### src/shared/psau_defines.svh
// register offsets, bit positions and reset values of the pack status and alarm unit
// assumes the includer is one of the unit's own files
`ifndef PSAU_DEFINES_SVH
`define PSAU_DEFINES_SVH

// ----------------------------------------
// command offsets
// ----------------------------------------
`define PSAU_OFS_PACK_STATUS   8'h12
`define PSAU_OFS_ALARM_LATCHED 8'h62
`define PSAU_OFS_ALARM_RAW     8'h64
`define PSAU_OFS_ALARM_MASK    8'h66

// ----------------------------------------
// pack status word bit positions
// ----------------------------------------
`define PSAU_ST_FET_MODE   8
`define PSAU_ST_FULL_RESET 7
`define PSAU_ST_SLEEP_OK   6
`define PSAU_ST_CFG_EDIT   5
`define PSAU_ST_IRQ_LINE   4
`define PSAU_ST_CHG_ON     3
`define PSAU_ST_DSG_ON     2
`define PSAU_ST_CHGDET     1

// ----------------------------------------
// alarm bit positions (raw, latched and mask share them)
// ----------------------------------------
`define PSAU_AL_FAULT_A   15
`define PSAU_AL_FAULT_B   14
`define PSAU_AL_WARN_A    13
`define PSAU_AL_WARN_B    12
`define PSAU_AL_CHG_OFF   11
`define PSAU_AL_DSG_OFF   10
`define PSAU_AL_SHUTDOWN_VOLTAGE_SRC     9
`define PSAU_AL_BAL       8
`define PSAU_AL_FULLLOOP  7
`define PSAU_AL_SCAN      6
`define PSAU_AL_WAKE      5
`define PSAU_AL_SLEEP     4
`define PSAU_AL_TIMER     3
`define PSAU_AL_STARTUP   2
`define PSAU_AL_CHGDET    1
`define PSAU_AL_FULLRESET 0

// ----------------------------------------
// reset values
// ----------------------------------------
`define PSAU_RST_WORD 16'h0000

`endif

### src/shared/psau_pkg.sv
// types of the pack status and alarm unit
// assumes psau_defines.svh sits beside it
package psau_pkg;

  // ----------------------------------------
  // register access port
  // ----------------------------------------
  typedef struct packed {
    logic        wrStrobe;
    logic        rdStrobe;
    logic [7:0]  addr;
    logic [15:0] wrData;
  } psau_reg_req_t;

  // ----------------------------------------
  // events and levels from the rest of the device
  // ----------------------------------------
  typedef struct packed {
    logic [15:0] faultA;
    logic [15:0] faultB;
    logic [15:0] warnA;
    logic [15:0] warnB;
    logic        chargeDriverOn;
    logic        dischargeDriverOn;
    logic        stackBelowShut;
    logic        cellBelowShut;
    logic        balancingActive;
    logic        scanCompletePulse;
    logic        fullLoopPulse;
    logic        sleepEntryPulse;
    logic        wakePulse;
    logic        timerExpiryPulse;
    logic        startupDonePulse;
  } psau_events_t;

  // ----------------------------------------
  // stored defaults and subcommands
  // ----------------------------------------
  typedef struct packed {
    logic        storedFetMode;
    logic        storedSleepOk;
    logic [15:0] storedAlarmMask;
    logic        enterConfigEditCmd;
    logic        exitConfigEditCmd;
    logic        autonomousFetToggleCmd;
    logic        sleepAllowCmd;
    logic        sleepForbidCmd;
  } psau_ctrl_t;

endpackage

### src/design/psau_unit.sv
// pack status word and latched alarm logic with open-drain interrupt line
// assumes synchronous register strobes from the serial-bus front end and
// event pulses from measurement, timer and protection blocks on clk
`include "psau_defines.svh"

module psau_unit
(
  // clock and reset
  input  wire logic                   clk,
  input  wire logic                   reset_n,
  // register access
  input  wire psau_pkg::psau_reg_req_t regReq,
  output logic [15:0]                 regRdData,
  output logic                        regRdValid,
  // device events and control
  input  wire psau_pkg::psau_events_t evt,
  input  wire psau_pkg::psau_ctrl_t   ctrl,
  // charger detector pin
  input  wire logic                   chargerDetectPin,
  // interrupt line, open drain
  output logic                        irqOut,
  output logic                        irqOe,
  // status to the rest of the device
  output logic                        autonomousFetMode,
  output logic                        sleepAllowed,
  output logic                        configEditActive
);
  import psau_pkg::*;

  // ----------------------------------------
  // state
  // ----------------------------------------
  logic [15:0] latched_q;
  logic [15:0] mask_q;
  logic        fetMode_q;
  logic        fullReset_q;
  logic        sleepOk_q;
  logic        cfgEdit_q;
  logic        maskLoaded_q;
  logic [2:0]  cdSync_q;
  logic        cdDebounced_q;
  logic        cdLatched_q;
  logic        irqLine_q;
  logic [15:0] raw;
  logic [15:0] latched_d;
  logic [15:0] statusWord;
  logic        cfgExit;
  logic        wrLatched;
  logic        wrMask;

  // one offset compare shared by both write decoders
  function automatic logic regHit(input psau_reg_req_t r, input logic [7:0] ofs);
    regHit = r.addr == ofs;
  endfunction

  // decoded strobes; an exit only counts while editing
  assign cfgExit   = ctrl.exitConfigEditCmd && cfgEdit_q;
  assign wrLatched = regReq.wrStrobe && regHit(regReq, `PSAU_OFS_ALARM_LATCHED);
  assign wrMask    = regReq.wrStrobe && regHit(regReq, `PSAU_OFS_ALARM_MASK);

  // ----------------------------------------
  // charger detector: three stages, change counts when last two agree
  // ----------------------------------------
  // stage one may be metastable, so only stage two reads it
  always_ff @(posedge clk or negedge reset_n)
  begin
    if (!reset_n)
    begin
      cdSync_q      <= 3'h0;
      cdDebounced_q <= 1'b0;
    end
    else
    begin
      cdSync_q <= {cdSync_q[1:0], chargerDetectPin};
      if (cdSync_q[2] == cdSync_q[1])
      begin
        cdDebounced_q <= cdSync_q[2];
      end
    end
  end

  // ----------------------------------------
  // raw alarm sources
  // ----------------------------------------
  always_comb
  begin
    raw                       = 16'h0000;
    raw[`PSAU_AL_FAULT_A]     = |evt.faultA;
    raw[`PSAU_AL_FAULT_B]     = |evt.faultB;
    raw[`PSAU_AL_WARN_A]      = |evt.warnA;
    raw[`PSAU_AL_WARN_B]      = |evt.warnB;
    raw[`PSAU_AL_CHG_OFF]     = !evt.chargeDriverOn;
    raw[`PSAU_AL_DSG_OFF]     = !evt.dischargeDriverOn;
    raw[`PSAU_AL_SHUTDOWN_VOLTAGE_SRC]       = evt.stackBelowShut || evt.cellBelowShut;
    raw[`PSAU_AL_BAL]         = evt.balancingActive;
    raw[`PSAU_AL_FULLLOOP]    = evt.fullLoopPulse;
    raw[`PSAU_AL_SCAN]        = evt.scanCompletePulse;
    raw[`PSAU_AL_WAKE]        = evt.wakePulse;
    raw[`PSAU_AL_SLEEP]       = evt.sleepEntryPulse;
    raw[`PSAU_AL_TIMER]       = evt.timerExpiryPulse;
    raw[`PSAU_AL_STARTUP]     = evt.startupDonePulse;
    // raw bit is the synchronised pin, ahead of the debounce
    raw[`PSAU_AL_CHGDET]      = cdSync_q[2];
    raw[`PSAU_AL_FULLRESET]   = fullReset_q;
  end

  // ----------------------------------------
  // latched flags: set wins over a same-cycle clear
  // ----------------------------------------
  genvar gi;
  generate
    for (gi = 0; gi < 16; gi = gi + 1)
    begin : g_flag
      logic setBit;
      logic clrBit;
      if (gi == `PSAU_AL_CHGDET)
      begin : g_cd
        assign setBit = mask_q[gi] && (cdDebounced_q != cdLatched_q);
      end
      else
      begin : g_src
        assign setBit = mask_q[gi] && raw[gi];
      end
      assign clrBit = wrLatched && regReq.wrData[gi];
      assign latched_d[gi] = setBit ? 1'b1 : (clrBit ? 1'b0 : latched_q[gi]);
    end
  endgenerate

  always_ff @(posedge clk or negedge reset_n)
  begin
    if (!reset_n)
    begin
      latched_q <= `PSAU_RST_WORD;
    end
    else
    begin
      latched_q <= latched_d;
    end
  end

  // detector state last taken into the flag logic
  always_ff @(posedge clk or negedge reset_n)
  begin
    if (!reset_n)
    begin
      cdLatched_q <= 1'b0;
    end
    else if (mask_q[`PSAU_AL_CHGDET])
    begin
      cdLatched_q <= cdDebounced_q;
    end
  end

  // ----------------------------------------
  // alarm mask: stored default loaded once after reset
  // ----------------------------------------
  always_ff @(posedge clk or negedge reset_n)
  begin
    if (!reset_n)
    begin
      mask_q       <= `PSAU_RST_WORD;
      maskLoaded_q <= 1'b0;
    end
    else
    begin
      maskLoaded_q <= 1'b1;
      // a host write in the load cycle wins over the stored default
      if (wrMask)
      begin
        mask_q <= regReq.wrData;
      end
      else if (!maskLoaded_q)
      begin
        mask_q <= ctrl.storedAlarmMask;
      end
    end
  end

  // ----------------------------------------
  // pack status control bits
  // ----------------------------------------
  always_ff @(posedge clk or negedge reset_n)
  begin
    if (!reset_n)
    begin
      cfgEdit_q <= 1'b0;
    end
    // entry beats a same-cycle exit
    else if (ctrl.enterConfigEditCmd)
    begin
      cfgEdit_q <= 1'b1;
    end
    else if (cfgExit)
    begin
      cfgEdit_q <= 1'b0;
    end
  end

  // full reset flag: reset is the only way in
  always_ff @(posedge clk or negedge reset_n)
  begin
    if (!reset_n)
    begin
      fullReset_q <= 1'b1;
    end
    else if (cfgExit)
    begin
      fullReset_q <= 1'b0;
    end
  end

  // stored options are taken late, so the first edge loads them
  always_ff @(posedge clk or negedge reset_n)
  begin
    if (!reset_n)
    begin
      fetMode_q <= 1'b0;
    end
    else if (cfgExit || !maskLoaded_q)
    begin
      fetMode_q <= ctrl.storedFetMode;
    end
    else if (ctrl.autonomousFetToggleCmd)
    begin
      fetMode_q <= !fetMode_q;
    end
  end

  always_ff @(posedge clk or negedge reset_n)
  begin
    if (!reset_n)
    begin
      sleepOk_q <= 1'b0;
    end
    else if (!maskLoaded_q)
    begin
      sleepOk_q <= ctrl.storedSleepOk;
    end
    // allow beats a same-cycle forbid
    else if (ctrl.sleepAllowCmd)
    begin
      sleepOk_q <= 1'b1;
    end
    else if (ctrl.sleepForbidCmd)
    begin
      sleepOk_q <= 1'b0;
    end
  end

  // ----------------------------------------
  // interrupt line
  // ----------------------------------------
  // registered from the next flags so the pin cannot glitch low
  always_ff @(posedge clk or negedge reset_n)
  begin
    if (!reset_n)
    begin
      irqLine_q <= 1'b0;
    end
    else
    begin
      irqLine_q <= |latched_d;
    end
  end

  assign irqOut = 1'b0;
  assign irqOe  = irqLine_q;

  // ----------------------------------------
  // status word and register reads
  // ----------------------------------------
  always_comb
  begin
    statusWord                     = 16'h0000;
    statusWord[`PSAU_ST_FET_MODE]  = fetMode_q;
    statusWord[`PSAU_ST_FULL_RESET] = fullReset_q;
    statusWord[`PSAU_ST_SLEEP_OK]  = sleepOk_q;
    statusWord[`PSAU_ST_CFG_EDIT]  = cfgEdit_q;
    statusWord[`PSAU_ST_IRQ_LINE]  = irqLine_q;
    statusWord[`PSAU_ST_CHG_ON]    = evt.chargeDriverOn;
    statusWord[`PSAU_ST_DSG_ON]    = evt.dischargeDriverOn;
    statusWord[`PSAU_ST_CHGDET]    = cdDebounced_q;
  end

  always_ff @(posedge clk or negedge reset_n)
  begin
    if (!reset_n)
    begin
      regRdValid <= 1'b0;
    end
    else
    begin
      regRdValid <= regReq.rdStrobe;
    end
  end

  // unmapped offsets read zero; data holds until the next read
  always_ff @(posedge clk or negedge reset_n)
  begin
    if (!reset_n)
    begin
      regRdData <= 16'h0000;
    end
    else if (regReq.rdStrobe)
    begin
      case (regReq.addr)
        `PSAU_OFS_PACK_STATUS:   regRdData <= statusWord;
        `PSAU_OFS_ALARM_LATCHED: regRdData <= latched_q;
        `PSAU_OFS_ALARM_RAW:     regRdData <= raw;
        `PSAU_OFS_ALARM_MASK:    regRdData <= mask_q;
        default:                 regRdData <= 16'h0000;
      endcase
    end
  end

  // outputs for sleep, fet and config-edit logic elsewhere
  assign autonomousFetMode = fetMode_q;
  assign sleepAllowed      = sleepOk_q;
  assign configEditActive  = cfgEdit_q;

endmodule

### config.mk
export PLATFORM = sky130hd
export DESIGN_NAME = psau_unit
export DESIGN_NICKNAME = d
export VERILOG_FILES = /design/src/shared/psau_pkg.sv /design/src/design/psau_unit.sv
export VERILOG_INCLUDE_DIRS = /design/src /design/src/shared
export SDC_FILE = /design/constraint.sdc
export NUM_CORES = 1
export LEC_CHECK = 0
export BUFFER_PORTS_ARGS = -buffer_cell sky130_fd_sc_hd__buf_2
export CAP_MARGIN = 5
export CORE_MARGIN = 10
export CORE_UTILIZATION = 45
export CTS_BUF_LIST = sky130_fd_sc_hd__clkbuf_4 sky130_fd_sc_hd__clkbuf_8
export CTS_CLUSTER_SIZE = 30
export DETAILED_ROUTE_END_ITERATION = 10
export PLACE_DENSITY = 0.77
export SLEW_MARGIN = 15
export SYNTH_ARGS = -nofsm -noshare
export SYNTH_HDL_FRONTEND = slang
export SYNTH_SLANG_ARGS = --single-unit
### constraint.sdc
create_clock -name clk -period 2 [get_ports clk]
set_input_delay 0.4 -clock clk [delete_from_list [all_inputs] [get_ports clk]]
set_output_delay 0.4 -clock clk [all_outputs]
set_load 0.02 [all_outputs]
==> results.cfg <==
[critical_path]
setup.worst_path.start = regReq[19]
ff2ff_path_depth = 5
crit_type = primary input to flip-flop
r2r_setup_slack_ns = 0.54
cp.required_ns = 2.21
arrival_ns = 2.07
r2r-end = irqOe
reg2reg_from = mask_q[7]
crit_fanout = 12
worstSetupEndpoint = irqOe
startpoint_type = primary input
crit_path_end_kind = flip-flop

[layout]
postLayoutCellArea_sq_um = 4340
final_cell_mix = buf_2 (147), dfrtp_1 (59), buf_4 (33)
layout.cells.most_common = buf_2
diodes = 0
syn2layout_area_growth_pct = 44.4
stdcell_count = 549
final_util_pct = 67.5
nets = 594
drive_above_1_share_pct = 44.3

[routing]
drt-total-wl_microns = 10900
avgViaCountPerCell = 5.78
vias = 3174
remaining_drc_errors = 0
drt-wirelength-per-cell_microns = 19.9
antenna_left = 0
dr.pass1.iters = 8
drt_iter0_drc = 284

[power]
power.total_mw = 3.03
powerDensity_nw_per_um2 = 699
total_leakage_power_nw = 2.02
irDropWorstVdd_uv = 459

[timing]
period_minus_slack_ns = 1.86
finClkSkew_ns = 0.00962
finalWorstSetupSlack_ns = 0.145
rsz0062_at_grt = no
slew_viol_final = 0
fmax_ghz = 0.539
finalHoldViolCount = 0
relSlewSlack_pct = 64.1
post-route-period-util_pct = 92.8
tns_ns = 0
setup-violations-final = 0
holdWs_ns = 0.0339
tightest_slew_ns = 0.536

[synthesis]
ys_types = 47
synth_fa_ha_area_share_pct = 0.333
synth_nets = 417
yosysWarnings = 0
synth_compound_area_share_pct = 21.6
synth_top_family_by_area = compound AO/OA/AOI/OAI gates
synth_top_area_share_pct = 49.2
synthSimpleGateAreaFrac_pct = 15.5
syn_inst = 290
synthArstFlopShare_pct = 100
syn_avg_cell_area_sq_um = 10.4
yosysTopAreaCell = dfrtp_1
synth_area_leaders = dfrtp_1 (49%), mux2i_1 (5.3%), a222oi_1 (5.0%), nor4_1 (4.0%), o22ai_1 (3.3%)
synthXorXnorAreaFrac_pct = 0.584
synth_enable_flop_cells = 0
synth_ff_type = dfrtp_1
synth_mux_area_share_pct = 5.71
ys_ff_latch = 60
seq_area_frac_synth_pct = 50.1
synth_area_sq_um = 3000

[floorplan]
die_h_microns = 102
start_util_pct = 46.7
ioPinCount = 149
coreArea_sq_um = 6420
rows = 29
die_w_microns = 102
dieArea_sq_um = 10300

[clocking]
htree_levels = 3
max-clock-path-buffers = 2
cts_tree = yes
ctsResizeCount = 0
numCtsBuffers = 9
postCtsHoldBufs = 0
clk_latency_ns = 0.36
post_cts_buffers = 0
clk_pin_slew_worst_paths_ns = 0.07
root_buffer = clkbuf_8
clock-sinks = 60

[global_route]
grt_pass1_vias = 3442
grt_pass1_wl_microns = 17100
grt_antenna_before_repair = 0
grt_max_degree = 61
grt_remaining_overflow = 0
grt.total_usage_pct = 21.1

[place]
globalplace.congestion = 0.887
dp_cells = 533
placed_area_sq_um = 4090
pre_cts_ws_ns = -0.202
portBuffers = 147
dp_hpwl_microns = 8440

[status]
status = finished, final reports clean

[job]
maxCapViolations = 0

[hold_path]
hp-class = primary input to async pin
[kinds of logic after synthesis]
kind of cell	Yosys count
xor gates and xnor gates	2
AOI/OAI and AO/OA	87
muxes	17
other	2
DFF	60
buffers and inverters	41
and+or+nand+nor	80
adders and majority gates	1
[cell usage after synthesis (2+ instances only)]
cell type,count
buf_2,5
nand4_1,14
buf_6,2
o22ai_1,16
nand2b_1,2
o21ai_1,2
a41oi_1,3
o31ai_1,4
o21ai_0,15
clkbuf_1,9
inv_1,22
nor4_1,19
a22o_1,10
dfrtp_1,59
a21oi_1,5
nand2_1,26
and2_1,3
a21boi_0,9
mux2i_1,16
a21o_1,2
nand3_1,2
buf_1,2
nor2_1,4
a222oi_1,15
conb_1,2
[worst min-delay path by stage]
stage                        end  slack, ns   startpoint  cells after the start
6_report              mask_q[10]       0.03      reset_n                      2
5_1_grt               mask_q[10]       0.07      reset_n                      2
4_1_cts               mask_q[10]       0.06      reset_n                      2
3_5_place_dp         cdSync_q[1]       0.34  cdSync_q[0]                      0
3_3_place_gp         cdSync_q[1]       0.33  cdSync_q[0]                      0
2_1_floorplan  autonomousFetMode       0.10      reset_n                      0
[power by group]
group          leakage (nW)  internal [mW]  switching (mW)
clock network         0.121          0.870           0.509
logic                  1.21          0.172           0.170
registers             0.689           1.26          0.0461
[flip-flops by register name, summed over array words and instances (netlist names), 3 cells and up]
signal / cells
cdSync_q: 3
regRdData: 16
latched_q: 16
mask_q: 16
[final cells by class]
class	count	area (sq um)
Clock inverter	4	97.6
Timing Repair Buffer	185	1080
Fill cell	534	2090
Clock buffer	12	146
Tap cell	77	96.3
Sequential cell	60	1500
Inverter	22	82.6
Multi-Input combinational cell	189	1330
[worst max-delay path, cell delays in order]
cell     delay [ns]
buf_2          0.11
buf_4          0.13
nor4b_2        0.30
buf_4          0.25
nand4_1        0.13
a22o_1         0.23
nor4_1         0.38
nand3_1        0.14
[layer usage]
metal	vias up	track usage, %	routed length [microns]
met3	16	6.40	1180
met4	0	8.25	199
met2	184	37.5	5320
met1	1503	23.1	4230
li1	1471	-	-
met5	-	0	0
Note: power is estimated with default switching activity, not from simulation.
